### src/pll2_cfg_defs.vh
// addresses, field positions, reset values and scaling for the second pll config bank
`ifndef PLL2_CFG_DEFS_VH
`define PLL2_CFG_DEFS_VH

// bit widths of the host configuration port
`define CFG_ADDR_W 16
`define CFG_DATA_W 8

// byte addresses of the register bytes held here
`define ADDR_MODE 16'h0201
`define ADDR_CAL_LO 16'h0202
`define ADDR_CAL_HI 16'h0203
`define ADDR_NUM_0 16'h0204
`define ADDR_NUM_1 16'h0205
`define ADDR_NUM_2 16'h0206
`define ADDR_DEN_0 16'h0208
`define ADDR_DEN_1 16'h0209
`define ADDR_DEN_2 16'h020A
`define ADDR_DITHER 16'h020C
`define ADDR_PUMP 16'h020D
`define ADDR_CORES 16'h020E
`define ADDR_SRC_SNK 16'h020F

// field positions inside their bytes
`define POS_FRAC_SEL 7
`define POS_CAL_EN 7
`define POS_DITH_EN 6
`define POS_DITH_NS 5
`define POS_DITH_GAIN 3
`define POS_ORDER 1
`define POS_PUMP_EN 7
`define POS_SOURCE 4
`define POS_SINK 0

// reset values
`define RST_FRAC_SEL 1'h1
`define RST_CAL_DIV 14'h0675
`define RST_CAL_EN 1'h0
`define RST_NUM 24'h43_0000
`define RST_DEN 24'h7D_0000
`define RST_DITH_EN 1'h0
`define RST_DITH_NS 1'h0
`define RST_DITH_GAIN 2'h0
`define RST_ORDER 2'h3
`define RST_PUMP_EN 1'h1
`define RST_CORES 4'hF
`define RST_SOURCE 4'hF
`define RST_SINK 4'h0

// per-core current steps in microamps
`define SOURCE_STEP_UA 12'h01F4
`define SINK_STEP_UA 12'h00FA

`endif

### src/pll2_cfg_bank.v
// configuration bank for the second synth pll: calibration, modulator, charge pump
`timescale 1ns/1ps
`include "pll2_cfg_defs.vh"

// Contract
// - calibration reference: other pll or crystal
// - calibration enable bit runs vco band search
// - denominator 24-bit read/write, resets 0x7D0000
// - dither enable bit, off at reset
// - dither shaping bit, unshaped at reset
// - dither gain 1,2,4,8 lsb, resets 00
// - modulator order none to third, resets third
// - pump enable gates current, resets on
// - four core enables, additive, reset all on
// - source current 500ua per enabled source core
// - sink current 250ua per enabled sink core
// - fractional select adds num/den fraction
module pll2_cfg_bank (
    input wire clk, // 40 mhz system clock
    input wire sys_rst, // synchronous reset, active high
    input wire [`CFG_ADDR_W-1:0] cfg_addr, // byte address from config port
    input wire [`CFG_DATA_W-1:0] cfg_wdata, // write byte
    input wire cfg_wr, // one-cycle write strobe
    input wire cfg_rd, // one-cycle read strobe
    input wire synth_standalone, // mode bit: 1 standalone synth, 0 serves dpll
    output reg [`CFG_DATA_W-1:0] cfg_rdata, // read byte, one cycle after cfg_rd
    output reg cfg_rvalid, // pulse marking cfg_rdata
    output reg cfg_hit, // pulse: last access hit this bank
    output reg [13:0] vco_cal_ref_divisor, // calibration divisor
    output reg vco_cal_enable, // calibration enable
    output reg cal_ref_from_crystal, // calibration ref is crystal
    output reg fractional_mode_select, // fractional feedback division on
    output reg [23:0] frac_numerator, // modulator numerator
    output reg [23:0] frac_denominator, // modulator denominator
    output reg frac_ratio_ok, // numerator below denominator
    output reg mod_dither_enable, // dither on
    output reg mod_dither_shaping, // dither noise shaped
    output reg [1:0] mod_dither_gain, // dither gain code
    output reg [3:0] dither_amplitude_lsb, // dither amplitude in lsbs
    output reg [1:0] mod_order, // modulator order code
    output reg pump_enable, // charge pump current enable
    output reg [3:0] pump_core_enables, // per-core enable
    output reg [3:0] pump_source_enables, // per-core source enable
    output reg [3:0] pump_sink_enables, // per-core sink enable
    output reg [11:0] pump_source_ua, // total source current, microamps
    output reg [11:0] pump_sink_ua // total sink current, microamps
);

    // number of set bits in a nibble; used for source and sink cores
    function [2:0] count4;
        input [3:0] v;
        begin
            count4 = {2'h0, v[0]} + {2'h0, v[1]} + {2'h0, v[2]} + {2'h0, v[3]};
        end
    endfunction

    // current in microamps for a count of active cores at a given step
    function [11:0] core_current;
        input [2:0] cores;
        input [11:0] step;
        reg [14:0] prod;
        begin
            prod = {12'h000, cores} * {3'h0, step};
            core_current = prod[11:0];
        end
    endfunction

    // decoded write strobes, one per byte address
    wire wr_mode = cfg_wr && (cfg_addr == `ADDR_MODE);
    wire wr_cal_lo = cfg_wr && (cfg_addr == `ADDR_CAL_LO);
    wire wr_cal_hi = cfg_wr && (cfg_addr == `ADDR_CAL_HI);
    wire wr_num_0 = cfg_wr && (cfg_addr == `ADDR_NUM_0);
    wire wr_num_1 = cfg_wr && (cfg_addr == `ADDR_NUM_1);
    wire wr_num_2 = cfg_wr && (cfg_addr == `ADDR_NUM_2);
    wire wr_den_0 = cfg_wr && (cfg_addr == `ADDR_DEN_0);
    wire wr_den_1 = cfg_wr && (cfg_addr == `ADDR_DEN_1);
    wire wr_den_2 = cfg_wr && (cfg_addr == `ADDR_DEN_2);
    wire wr_dither = cfg_wr && (cfg_addr == `ADDR_DITHER);
    wire wr_pump = cfg_wr && (cfg_addr == `ADDR_PUMP);
    wire wr_cores = cfg_wr && (cfg_addr == `ADDR_CORES);
    wire wr_src_snk = cfg_wr && (cfg_addr == `ADDR_SRC_SNK);

    // read mux result and hit flag, combinational
    reg [`CFG_DATA_W-1:0] next_rdata; // byte for the addressed register
    reg next_hit; // address belongs to this bank

    // field storage; every field keeps its reset value until written
    always @(posedge clk) begin
        if (sys_rst) begin
            fractional_mode_select <= `RST_FRAC_SEL;
            vco_cal_ref_divisor <= `RST_CAL_DIV;
            vco_cal_enable <= `RST_CAL_EN;
            frac_numerator <= `RST_NUM;
            frac_denominator <= `RST_DEN;
            mod_dither_enable <= `RST_DITH_EN;
            mod_dither_shaping <= `RST_DITH_NS;
            mod_dither_gain <= `RST_DITH_GAIN;
            mod_order <= `RST_ORDER;
            pump_enable <= `RST_PUMP_EN;
            pump_core_enables <= `RST_CORES;
            pump_source_enables <= `RST_SOURCE;
            pump_sink_enables <= `RST_SINK;
        end else begin
            // mode byte: only the fractional select lives here
            if (wr_mode) begin
                fractional_mode_select <= cfg_wdata[`POS_FRAC_SEL];
            end
            // divisor split over two bytes, no shadowing between them
            if (wr_cal_lo) begin
                vco_cal_ref_divisor[7:0] <= cfg_wdata;
            end
            if (wr_cal_hi) begin
                vco_cal_ref_divisor[13:8] <= cfg_wdata[5:0];
                vco_cal_enable <= cfg_wdata[`POS_CAL_EN];
            end
            // numerator bytes; the ordering check is software's job
            if (wr_num_0) begin
                frac_numerator[7:0] <= cfg_wdata;
            end
            if (wr_num_1) begin
                frac_numerator[15:8] <= cfg_wdata;
            end
            if (wr_num_2) begin
                frac_numerator[23:16] <= cfg_wdata;
            end
            // denominator takes any value, zero included
            if (wr_den_0) begin
                frac_denominator[7:0] <= cfg_wdata;
            end
            if (wr_den_1) begin
                frac_denominator[15:8] <= cfg_wdata;
            end
            if (wr_den_2) begin
                frac_denominator[23:16] <= cfg_wdata;
            end
            // modulator dither and order byte
            if (wr_dither) begin
                mod_dither_enable <= cfg_wdata[`POS_DITH_EN];
                mod_dither_shaping <= cfg_wdata[`POS_DITH_NS];
                mod_dither_gain <= cfg_wdata[`POS_DITH_GAIN +: 2];
                mod_order <= cfg_wdata[`POS_ORDER +: 2];
            end
            // pump master enable; offset bits in this byte belong elsewhere
            if (wr_pump) begin
                pump_enable <= cfg_wdata[`POS_PUMP_EN];
            end
            // core enables in the low nibble; boost bits not held here
            if (wr_cores) begin
                pump_core_enables <= cfg_wdata[3:0];
            end
            if (wr_src_snk) begin
                pump_source_enables <= cfg_wdata[`POS_SOURCE +: 4];
                pump_sink_enables <= cfg_wdata[`POS_SINK +: 4];
            end
        end
    end

    // read mux; reserved bits and bits owned elsewhere read as zero
    always @* begin
        next_rdata = 8'h00;
        next_hit = 1'b1;
        case (cfg_addr)
            `ADDR_MODE: begin
                next_rdata[`POS_FRAC_SEL] = fractional_mode_select;
            end
            `ADDR_CAL_LO: begin
                next_rdata = vco_cal_ref_divisor[7:0];
            end
            `ADDR_CAL_HI: begin
                next_rdata[5:0] = vco_cal_ref_divisor[13:8];
                next_rdata[`POS_CAL_EN] = vco_cal_enable;
            end
            `ADDR_NUM_0: begin
                next_rdata = frac_numerator[7:0];
            end
            `ADDR_NUM_1: begin
                next_rdata = frac_numerator[15:8];
            end
            `ADDR_NUM_2: begin
                next_rdata = frac_numerator[23:16];
            end
            `ADDR_DEN_0: begin
                next_rdata = frac_denominator[7:0];
            end
            `ADDR_DEN_1: begin
                next_rdata = frac_denominator[15:8];
            end
            `ADDR_DEN_2: begin
                next_rdata = frac_denominator[23:16];
            end
            `ADDR_DITHER: begin
                next_rdata[`POS_DITH_EN] = mod_dither_enable;
                next_rdata[`POS_DITH_NS] = mod_dither_shaping;
                next_rdata[`POS_DITH_GAIN +: 2] = mod_dither_gain;
                next_rdata[`POS_ORDER +: 2] = mod_order;
            end
            `ADDR_PUMP: begin
                next_rdata[`POS_PUMP_EN] = pump_enable;
            end
            `ADDR_CORES: begin
                next_rdata[3:0] = pump_core_enables;
            end
            `ADDR_SRC_SNK: begin
                next_rdata[`POS_SOURCE +: 4] = pump_source_enables;
                next_rdata[`POS_SINK +: 4] = pump_sink_enables;
            end
            default: begin
                // not ours: answer zero and flag the miss
                next_hit = 1'b0;
            end
        endcase
    end

    // read answer registered one cycle after the strobe
    always @(posedge clk) begin
        if (sys_rst) begin
            cfg_rdata <= 8'h00;
            cfg_rvalid <= 1'b0;
            cfg_hit <= 1'b0;
        end else begin
            cfg_rvalid <= cfg_rd;
            cfg_hit <= (cfg_rd || cfg_wr) && next_hit;
            if (cfg_rd) begin
                cfg_rdata <= next_rdata;
            end
        end
    end

    // derived state for the analog side, registered so it never glitches
    always @(posedge clk) begin
        if (sys_rst) begin
            cal_ref_from_crystal <= 1'b0;
            frac_ratio_ok <= 1'b1;
            dither_amplitude_lsb <= 4'h1;
            pump_source_ua <= 12'h000;
            pump_sink_ua <= 12'h000;
        end else begin
            // standalone uses another pll as reference, dpll use the crystal
            cal_ref_from_crystal <= ~synth_standalone;
            // status only; the divider is not blocked on a bad ratio
            frac_ratio_ok <= (frac_numerator < frac_denominator);
            // gain code selects a power of two amplitude
            dither_amplitude_lsb <= 4'h1 << mod_dither_gain;
            // a core counts only when its core bit and direction bit are set
            if (pump_enable) begin
                pump_source_ua <= core_current(count4(pump_core_enables & pump_source_enables),
                    `SOURCE_STEP_UA);
                pump_sink_ua <= core_current(count4(pump_core_enables & pump_sink_enables),
                    `SINK_STEP_UA);
            end else begin
                // pump disabled: no current in either direction
                pump_source_ua <= 12'h000;
                pump_sink_ua <= 12'h000;
            end
        end
    end

endmodule

### config.mk
export PLATFORM = sky130hd
export DESIGN_NAME = pll2_cfg_bank
export DESIGN_NICKNAME = d
export VERILOG_FILES = /design/src/pll2_cfg_bank.v
export VERILOG_INCLUDE_DIRS = /design/src /design/src/src
export SDC_FILE = /design/constraint.sdc
export NUM_CORES = 1
export LEC_CHECK = 0
export BUFFER_PORTS_ARGS = -buffer_cell sky130_fd_sc_hd__buf_4
export CAP_MARGIN = 10
export CORE_ASPECT_RATIO = 0.5
export CORE_UTILIZATION = 33
export CTS_CLUSTER_SIZE = 20
export DETAILED_ROUTE_END_ITERATION = 8
export GPL_TIMING_DRIVEN = 0
export MAX_ROUTING_LAYER = met4
export PLACE_DENSITY = 0.63
export SLEW_MARGIN = 20
export SYNTH_ARGS = -nofsm -noshare
export SYNTH_HDL_FRONTEND = slang
export SYNTH_SLANG_ARGS = --single-unit
### constraint.sdc
create_clock -name clk -period 3.57 [get_ports clk]
set_input_delay 0.5355 -clock clk [delete_from_list [all_inputs] [get_ports clk]]
set_output_delay 0.5355 -clock clk [all_outputs]
set_load 0.05 [all_outputs]
==> results by group, run 1 <==
Critical path
  – Crit-path leading delay family: adder cells
  – Cell Chain, Critical Path: and2_1, fa_1, ha_1, inv_1, ha_1, ha_1, ha_1, fa_1, fa_1, xnor2_1, nor2_1
  – Slowest-stage cell, CP: dfxtp_1
  – Arrival @ worst endpoint: 3.66 ns
  – Worst Path Required: 3.87 ns
  – Biggest cell delay along the critical path: 0.49 ns
  – Top fanout value on the critical path: 5
  – Startpoint Class: flop
  – Crit path kind: flop to flop
  – Most Frequent Cell on Critical Path: ha_1
  – Worst R2R Setup Slack: 0.21 ns
  – Buf/Inv on CP: 1
  – Worst setup EP type: flop

GRT
  – Layer carrying the most global-route usage: met2
  – Global Route met2 Usage: 0.392
  – Largest net degree at the start of global routing: 17
  – Vias in the first global route: 5872
  – GRT overflow: 0
  – Met3 usage: 0.0591
  – Initial antenna violation count: 0
  – Met1 GRT Util: 0.344
  – Overall Global Routing Usage: 0.261
  – Global-route wire length before repair: 36400 µm

Synth
  – Synth Cell Area: 6360 µm²
  – Asr flop ratio synth: 0
  – Top_reg_cell synth: dfxtp_1
  – Netlist cell types: 70
  – Gate Count Post-Synth: 714
  – Seq cells post-synth: 119
  – YS warnings: 0
  – Mean post-synth cell area: 8.91 µm²
  – Number of enable flip-flop cells after synthesis: 0
  – Sequential share of the synthesized area: 0.374

Power and ir drop
  – Pwr/cell area: 398 nW/µm²
  – Static leakage: 3.57 nW
  – Peak supply drop: 0.262 mV

Floorplan
  – Die Wd: 198 µm
  – Die height: 100 µm
  – Core area: 18700 µm²
  – Die area: 19900 µm²
  – Rows: 35
  – Io pins: 152
  – Initial Util: 0.341

Clock network
  – Hold_buf cts: 0
  – Reg clk slew, reported paths: 0.06 ns
  – Setup Fix Bufs, Post-CTS: 0
  – TritonCTS clock tree: done
  – Num Clock Sinks: 119
  – # H-tree levels: 4
  – Clk buf depth: 2
  – TritonCTS Buffers: 17
  – Clock latency on the worst-skew pair: 0.43 ns
  – Resize count post-CTS: 0
  – Root buf cell: clkbuf_16

Drt
  – WL final: 24600 µm
  – Vias: 6108
  – Via density per instance: 5.31
  – Post-route ant nets: 0
  – Initial DRC Count: 452
  – Drt drc: 0
  – WL per Instance: 21.4 µm
  – Pre-antenna DRT Iters: 5

STA
  – Slew @ Worst Pin: 1.17 ns
  – Slew Limit Headroom: 0.201
  – Setup tns final: 0 ns
  – Final Max Tran Viols: 0
  – Fin crit share: 0.942
  – RSZ-0062 raised after global routing: no
  – Max Fclk: 297 MHz
  – Endpoints failing setup: 0
  – Clk_skew: 0.0135 ns
  – Fin crit period: 3.36 ns
  – Hold Violations, Final: 0

Hold path
  – Hold/Removal Path Class: primary input to flop

Cells and area
  – Share of layout cells above drive strength 1: 0.239
  – Area taken by multi-input logic gates: 3650 µm²
  – Inserted Diodes: 0
  – Area growth, synth to finish: 31.4%
  – Nets: 957
  – Register area: 2380 µm²
  – Fill cells: 1876
  – Fin util: 0.448

Place
  – RD Place Congestion: 0.997
  – IO buf count: 142
  – Post-detail-place hpwl: 18400 µm

Run
  – Maxcap violations: 0

Outcome
  – Status: completed
## cell type report
cell class | instances | area share
multi-input cells | 517 | 0.437
repair buffers | 142 | 0.127
clock inverters | 13 | 0.0186
well taps | 259 | 0.0388
clock buffers | 19 | 0.0530
flip-flops and latches | 119 | 0.285
plain buffers | 50 | 0.0265
inverters | 31 | 0.0139
## logic make-up after synthesis
group / count (synthesis) / synth area share
DFF: 119 / 0.374
other: 1 / 0.000589
AOI/OAI and AO/OA: 142 / 0.154
buffers and inverters: 81 / 0.0531
adders and majority gates: 50 / 0.105
xor gates and xnor gates: 4 / 0.00551
muxes: 41 / 0.0665
and+or+nand+nor: 276 / 0.241
## worst reg2reg max path: cells and delay by family (launching register included)
| kind | cells | cell delay (ns) |
|---|---|---|
| xor gates and xnor gates | 1 | 0.17 |
| adders and majority gates | 7 | 2.27 |
| buffers and inverters | 1 | 0.05 |
| DFF | 1 | 0.49 |
| and+or+nand+nor | 2 | 0.27 |
## final timing paths
path                           to  depth (start not counted)                 start
max reg2reg     pump_source_ua[9]                         11  pump_core_enables[1]
min reg2reg          cfg_rdata[7]                          2          cfg_rdata[7]
min          cal_ref_from_crystal                          2      synth_standalone
max             pump_source_ua[9]                         11  pump_core_enables[1]
## metal layers
layer / up-vias / routed length [µm]
li1: 2850 / -
met2: 277 / 10900
met4: 0 / 637
met1: 2935 / 11000
met5: - / 0
met3: 46 / 2000
## state kept, by name, summed over array words and instances (netlist names), 2 cells and up
register,cells
pump_core_enables,4
frac_denominator,24
pump_sink_ua,10
mod_dither_gain,2
vco_cal_ref_divisor,14
mod_order,2
pump_source_enables,4
pump_source_ua,10
cfg_rdata,8
pump_sink_enables,4
dither_amplitude_lsb,4
frac_numerator,24
## where the power goes
group	total (mW)	internal (mW)	switching, mW
combinational	0.220	0.0607	0.159
sequential	1.34	1.33	0.00200
clock	1.77	1.11	0.660
total	3.33	2.51	0.821
## stage by stage
stage	setup WS [ns]	std cells	hold WS [ns]	instance area (µm²)	total power [mW]
after floorplan	0.120	717	0.602	6370	1.49
after CTS	0.177	1150	0.244	8360	3.34
final	0.208	1150	0.257	8360	3.33
after global placement	0.227	1118	0.453	7760	1.58
after detailed placement	0.180	1118	0.463	7760	1.58
after global routing	0.0347	1150	0.253	8360	3.41
## cells in the mapped netlist, types with 2 or more instances
master | n | share of area
dfxtp_1 | 119 | 0.37
nand2_1 | 68 | 0.040
nor2_1 | 56 | 0.033
a21oi_1 | 46 | 0.036
ha_1 | 44 | 0.087
mux2i_1 | 40 | 0.063
clkbuf_1 | 31 | 0.018
inv_1 | 31 | 0.018
nand3_1 | 28 | 0.022
a211o_1 | 21 | 0.029
and2_1 | 19 | 0.019
nor2b_1 | 19 | 0.019
o21ai_0 | 17 | 0.013
and3_1 | 16 | 0.016
nand2b_1 | 15 | 0.015
a21o_1 | 11 | 0.013
buf_2 | 11 | 0.0087
a221oi_1 | 9 | 0.012
a22oi_1 | 7 | 0.0083
nand3b_1 | 7 | 0.0083
fa_1 | 6 | 0.019
nand4_1 | 6 | 0.0059
nor3_1 | 6 | 0.0047
a211oi_1 | 5 | 0.0059
buf_4 | 5 | 0.0059
nor3_2 | 4 | 0.0063
nor3b_1 | 4 | 0.0047
nor4_1 | 4 | 0.0039
a221oi_2 | 3 | 0.0071
a31oi_1 | 3 | 0.0030
nor4_4 | 3 | 0.010
o21ai_1 | 3 | 0.0024
xnor2_1 | 3 | 0.0041
a222oi_1 | 2 | 0.0031
a22o_1 | 2 | 0.0028
a32o_1 | 2 | 0.0031
and4_1 | 2 | 0.0028
buf_1 | 2 | 0.0012
nor3_4 | 2 | 0.0051
o22ai_1 | 2 | 0.0020
## layout by cell type (no fill, tap or decap), types with 3 or more instances in the layout
cell / count
buf_4: 147
dfxtp_1: 119
nand2_1: 68
nor2_1: 56
a21oi_1: 46
ha_1: 44
mux2i_1: 40
clkbuf_1: 32
inv_1: 31
nand3_1: 28
a211o_1: 21
and2_1: 19
nor2b_1: 19
o21ai_0: 17
clkbuf_16: 17
and3_1: 16
nand2b_1: 15
a21o_1: 11
buf_2: 11
a221oi_1: 9
a22oi_1: 7
nand3b_1: 7
nand4_1: 6
nor3_1: 6
fa_1: 6
a211oi_1: 5
clkinv_2: 5
nor3_2: 4
nor4_1: 4
nor3b_1: 4
conb_1: 4
nor4_4: 3
o21ai_1: 3
a221oi_2: 3
a31oi_1: 3
xnor2_1: 3
clkinvlp_4: 3
bufinv_16: 3
(Power assumes the default switching activity.)
==> run 2: changes to the inputs <==
--- a/config.mk
+++ b/config.mk
@@ -10,9 +10,9 @@
 export CAP_MARGIN = 10
 export CORE_ASPECT_RATIO = 0.5
 export CORE_UTILIZATION = 33
+export CTS_CLUSTER_DIAMETER = 30
 export CTS_CLUSTER_SIZE = 20
 export DETAILED_ROUTE_END_ITERATION = 8
-export GPL_TIMING_DRIVEN = 0
 export MAX_ROUTING_LAYER = met4
 export PLACE_DENSITY = 0.63
 export SLEW_MARGIN = 20
==> constraint.sdc (replaced) <==
create_clock -name clk -period 4.07 [get_ports clk]
set_input_delay 0.6105 -clock clk [delete_from_list [all_inputs] [get_ports clk]]
set_output_delay 0.6105 -clock clk [all_outputs]
set_load 0.05 [all_outputs]
==> results by group, run 2 (synthesis results as in run 1) <==
GRT
  – Global-route wire length before repair: 33600 µm (-7.6%)
  – Initial antenna violation count: 0 (unchanged)
  – Largest net degree at the start of global routing: 58 (+41)
  – Vias in the first global route: 5734 (-2.4%)
  – Overall Global Routing Usage: 0.233 (-0.0282)
  – GRT overflow: 0 (unchanged)

Cells and area
  – Biggest regs: frac_denominator (24), frac_numerator (24), vco_cal_ref_divisor (14)
  – Share of layout cells above drive strength 1: 0.243 (+0.00419)
  – Commonest cells after routing, fill and taps aside: buf_4, dfxtp_1, nand2_1, nor2_1, a21oi_1
  – Nets: 918 (-4.1%)
  – Inserted Diodes: 0 (unchanged)
  – Commonest non-fill, non-tap cell in the layout: buf_4
  – Fin util: 0.439 (-0.00959)
  – Fill cells: 1907 (+1.7%)
  – Area growth, synth to finish: 28.6%

Floorplan
  – Die height: 100 µm (unchanged)
  – Core area: 18700 µm² (unchanged)
  – Initial Util: 0.341 (unchanged)
  – Rows: 35 (unchanged)
  – Io pins: 152 (unchanged)
  – Die Wd: 198 µm (unchanged)
  – Die area: 19900 µm² (unchanged)

Hold path
  – Hold/Removal Path Class: primary input to flop

Drt
  – Vias: 5910 (-3.2%)
  – Initial DRC Count: 381 (-16%)
  – Via density per instance: 5.32 (+0.25%)
  – Pre-antenna DRT Iters: 7 (+2)
  – WL per Instance: 20.1 µm (-6.2%)
  – Drt drc: 0 (unchanged)
  – Post-route ant nets: 0 (unchanged)
  – WL final: 22300 µm (-9.5%)

Clock network
  – # H-tree levels: 4 (unchanged)
  – Reg clk slew, reported paths: 0.06 ns (about the same)
  – Setup Fix Bufs, Post-CTS: 0 (unchanged)
  – Hold_buf cts: 0 (unchanged)
  – TritonCTS clock tree: done
  – Clk buf depth: 2 (unchanged)
  – Resize count post-CTS: 0 (unchanged)
  – Root buf cell: clkbuf_16
  – TritonCTS Buffers: 17 (unchanged)
  – Clock latency on the worst-skew pair: 0.41 ns (-0.02 ns)
  – Num Clock Sinks: 119 (unchanged)

STA
  – Slew @ Worst Pin: 0.898 ns (-0.270 ns)
  – Clk_skew: 0.0116 ns (-0.00191 ns)
  – RSZ-0062 raised after global routing: no
  – Fin crit share: 0.824 (-0.118)
  – Max Fclk: 298 MHz (+0.23%)
  – Fin crit period: 3.35 ns (-0.00788 ns)
  – Hold Violations, Final: 0 (unchanged)
  – Final Max Tran Viols: 0 (unchanged)
  – Setup tns final: 0 ns (unchanged)
  – Endpoints failing setup: 0 (unchanged)
  – Slew Limit Headroom: 0.386 (+0.185)
  – Final hold slack: 0.339 ns (+0.0815 ns)

Place
  – Post-detail-place hpwl: 16200 µm (-12%)
  – IO buf count: 147 (+3.5%)
  – RD Place Congestion: 0.917 (-8.0%)

Critical path
  – Worst setup EP type: flop
  – Buf/Inv on CP: 1 (unchanged)
  – Arrival @ worst endpoint: 3.64 ns (-0.02 ns)
  – Top fanout value on the critical path: 5 (unchanged)
  – Slowest-stage cell, CP: fa_1
  – Most Frequent Cell on Critical Path: ha_1
  – Crit-path leading delay family: adder cells
  – Crit path kind: flop to flop
  – Biggest cell delay along the critical path: 0.57 ns (+0.08 ns)
  – Startpoint Class: flop
  – Cell Chain, Critical Path: and2_1, fa_1, ha_1, inv_1, ha_1, ha_1, ha_1, fa_1, fa_1, xnor2_1, nor2_1
  – Worst Path Required: 4.35 ns (+0.48 ns)

Power and ir drop
  – Peak supply drop: 0.244 mV (-7.1%)
  – Static leakage: 3.48 nW (-2.5%)
  – Pwr/cell area: 338 nW/µm² (-15%)

Outcome
  – Status: completed

Run
  – Maxcap violations: 0 (unchanged)
run 2: path summary, 6_finish.rpt:
| kind | end | slack, ns | start | cells after the start |
|---|---|---|---|---|
| min | cal_ref_from_crystal | 0.34 | synth_standalone | 2 |
| max | pump_source_ua[9] | 0.72 | pump_core_enables[0] | 11 |
| min reg2reg | cfg_rdata[7] | 0.48 | cfg_rdata[7] | 2 |
| max reg2reg | pump_source_ua[9] | 0.72 | pump_core_enables[0] | 11 |
run 2: where the power goes:
part | internal [mW] | switching [mW]
clock network | 0.864 | 0.558
logic | 0.0466 | 0.124
registers | 1.17 | 0.00186
total | 2.08 | 0.684
run 2: layout make-up:
class,count,area [µm²],share of cell area
clock buffers,19,453,0.0554
clock inverters,12,105,0.0128
inverters,31,116,0.0142
multi-input cells,517,3650,0.446
flip-flops and latches,119,2380,0.291
well taps,259,324,0.0396
repair buffers,153,1150,0.140
run 2: per-stage QoR:
step	power, mW	cells	worst slack (ns)	cell area (µm²)
floorplan	1.30	717	0.620	6370
global placement	1.37	1079	0.837	7620
detailed placement	1.37	1079	0.749	7620
CTS	2.79	1110	0.727	8180
global route	2.85	1110	0.510	8180
finish	2.76	1110	0.716	8180
run 2: routing by layer:
layer / global-route usage / vias to the layer above / wire length [µm]
li1: - / 2780 / -
met1: 0.300 / 2874 / 9950
met2: 0.359 / 216 / 10200
met3: 0.0521 / 40 / 1560
met4: 0.0829 / 0 / 586
met5: - / - / 0
==> run 3: changes to the inputs <==
--- a/config.mk
+++ b/config.mk
@@ -14,7 +14,7 @@
 export CTS_CLUSTER_SIZE = 20
 export DETAILED_ROUTE_END_ITERATION = 8
 export MAX_ROUTING_LAYER = met4
-export PLACE_DENSITY = 0.63
+export PLACE_DENSITY = 0.65
 export SLEW_MARGIN = 20
 export SYNTH_ARGS = -nofsm -noshare
 export SYNTH_HDL_FRONTEND = slang
==> constraint.sdc (replaced) <==
create_clock -name clk -period 2.7 [get_ports clk]
set_input_delay 0.405 -clock clk [delete_from_list [all_inputs] [get_ports clk]]
set_output_delay 0.405 -clock clk [all_outputs]
set_load 0.05 [all_outputs]
==> results by group, run 3 (synthesis results as in run 1) <==
STA
  – Fin crit share: 1.09 (+0.263)
  – Slew Limit Headroom: 0.487 (+0.101)
  – Max Fclk: 341 MHz (+14%)
  – Final hold slack: 0.127 ns (-0.212 ns)
  – Hold Violations, Final: 0 (unchanged)
  – Setup tns final: -1.06 ns (-1.06 ns)
  – Clk_skew: 0.0106 ns (-0.00104 ns)
  – Final worst-path setup slack: -0.236 ns (-0.952 ns)
  – Endpoints failing setup: 8 (+8)
  – Fin crit period: 2.94 ns (-0.418 ns)
  – RSZ-0062 raised after global routing: yes
  – Final Max Tran Viols: 0 (unchanged)
  – Slew @ Worst Pin: 0.768 ns (-0.130 ns)

Clock network
  – Clk buf depth: 2 (unchanged)
  – TritonCTS Buffers: 17 (unchanged)
  – Root buf cell: clkbuf_16
  – # H-tree levels: 4 (unchanged)
  – Hold_buf cts: 0 (unchanged)
  – Clock latency on the worst-skew pair: 0.42 ns (about the same)
  – TritonCTS clock tree: done
  – Reg clk slew, reported paths: 0.06 ns (about the same)
  – Num Clock Sinks: 119 (unchanged)

Critical path
  – Startpoint Class: flop
  – Top fanout value on the critical path: 4 (-1)
  – Worst setup EP type: flop
  – Worst Path Required: 3.06 ns (-1.29 ns)
  – Arrival @ worst endpoint: 3.30 ns (-0.34 ns)
  – Crit path kind: flop to flop

Drt
  – Vias: 6051 (+2.4%)
  – WL final: 22700 µm (+1.8%)
  – Pre-antenna DRT Iters: 5 (-2)
  – Post-route ant nets: 0 (unchanged)
  – Drt drc: 0 (unchanged)
  – Via density per instance: 5.28 (-0.74%)
  – Initial DRC Count: 540 (+42%)
  – WL per Instance: 19.8 µm (-1.3%)

GRT
  – Initial antenna violation count: 0 (unchanged)
  – Largest net degree at the start of global routing: 62 (+6.9%)
  – GRT overflow: 0 (unchanged)
  – Overall Global Routing Usage: 0.238 (+0.00465)
  – Vias in the first global route: 5746 (+0.21%)
  – Global-route wire length before repair: 34000 µm (+1.1%)

Run
  – Maxcap violations: 0 (unchanged)

Place
  – Post-DP Area: 8090 µm² (+6.0%)
  – Placed Instances: 1111 (+3.0%)
  – Pre-CTS setup slack: -0.253 ns (-1.00 ns)
  – Post-detail-place hpwl: 16600 µm (+2.5%)
  – RD Place Congestion: 0.941 (+2.6%)
  – IO buf count: 147 (unchanged)

Cells and area
  – Inserted Diodes: 0 (unchanged)
  – Commonest non-fill, non-tap cell in the layout: buf_4
  – Area growth, synth to finish: 37.3%
  – Fill cells: 1803 (-5.5%)
  – Share of layout cells above drive strength 1: 0.317 (+0.0739)
  – Commonest cells after routing, fill and taps aside: buf_4, dfxtp_1, nand2_1, nor2_1, a21oi_1
  – Biggest regs: frac_denominator (24), frac_numerator (24), vco_cal_ref_divisor (14)
  – Fin cells: 1145 (+3.2%)
  – Nets: 952 (+3.7%)
  – Design Area, Final: 8740 µm² (+6.8%)

Floorplan
  – Core area: 18700 µm² (unchanged)
  – Initial Util: 0.341 (unchanged)
  – Io pins: 152 (unchanged)
  – Rows: 35 (unchanged)
  – Die Wd: 198 µm (unchanged)
  – Die area: 19900 µm² (unchanged)
  – Die height: 100 µm (unchanged)

Hold path
  – Hold/Removal Path Class: primary input to flop

Outcome
  – Failing checks: setup timing
  – Status: finished with violations

Power and ir drop
  – Static leakage: 3.64 nW (+4.8%)
  – Pwr/cell area: 500 nW/µm² (+48%)
  – Peak supply drop: 0.270 mV (+11%)
[run 3: cell count changes in the layout (fill, tap and decap cells not counted), sizes merged]
cell | before | now
buf | 153 | 187
clkbuf | 19 | 25
clkinv | 6 | 3
clkinvlp | 5 | 2
bufinv | 1 | 2
[run 3: final timing paths]
kind	startpoint	end	slack (ns)	cells past startpoint
worst max-delay path	pump_core_enables[3]	pump_source_ua[7]	-0.24	10
worst min-delay path	synth_standalone	cal_ref_from_crystal	0.13	2
worst max register to register	pump_core_enables[3]	pump_source_ua[7]	-0.24	10
worst min register to register	cfg_rdata[7]	cfg_rdata[7]	0.47	2
[run 3: cell type report]
type	instances	area [µm²]	area share
inverter	31	116	0.0133
clock buffer	25	517	0.0591
timing repair buffer	187	1410	0.162
multi-input combinational	517	3860	0.442
sequential	119	2420	0.276
clock inverter	7	90.1	0.0103
tap	259	324	0.0371
[run 3: routing by layer]
layer | vias to the layer above | global-route usage | share of wire
met4 | 0 | 0.0686 | 0.023
li1 | 2844 | - | -
met3 | 39 | 0.0484 | 0.068
met1 | 2920 | 0.315 | 0.45
met5 | - | - | 0
met2 | 248 | 0.366 | 0.46
[run 3: through the flow]
step	power [mW]	util
global route	4.49	0.468
global placement	2.06	0.433
finish	4.37	0.468
floorplan	1.96	-
CTS	4.40	0.467
detailed placement	2.06	0.433
[run 3: critical path: stages, from the launching register on]
cell,delay [ns]
dfxtp_4,0.35
and2_4,0.14
fa_1,0.56
ha_2,0.17
inv_2,0.04
ha_4,0.27
ha_4,0.20
ha_4,0.16
fa_2,0.36
fa_2,0.52
and2_1,0.10
[run 3: what timing repair did]
action                     4_1_cts  5_1_grt
pin swaps                        9        7
resized for setup                2        4
buffers inserted                 2        0
setup endpoints to repair        7       10
[run 3: power by group]
group | total (mW) | leakage (nW) | switching [mW] | internal (mW)
clock | 2.34 | 0.294 | 0.835 | 1.51
combinational | 0.264 | 2.39 | 0.189 | 0.0752
sequential | 1.76 | 0.964 | 0.00269 | 1.76
total | 4.37 | 3.64 | 1.03 | 3.34
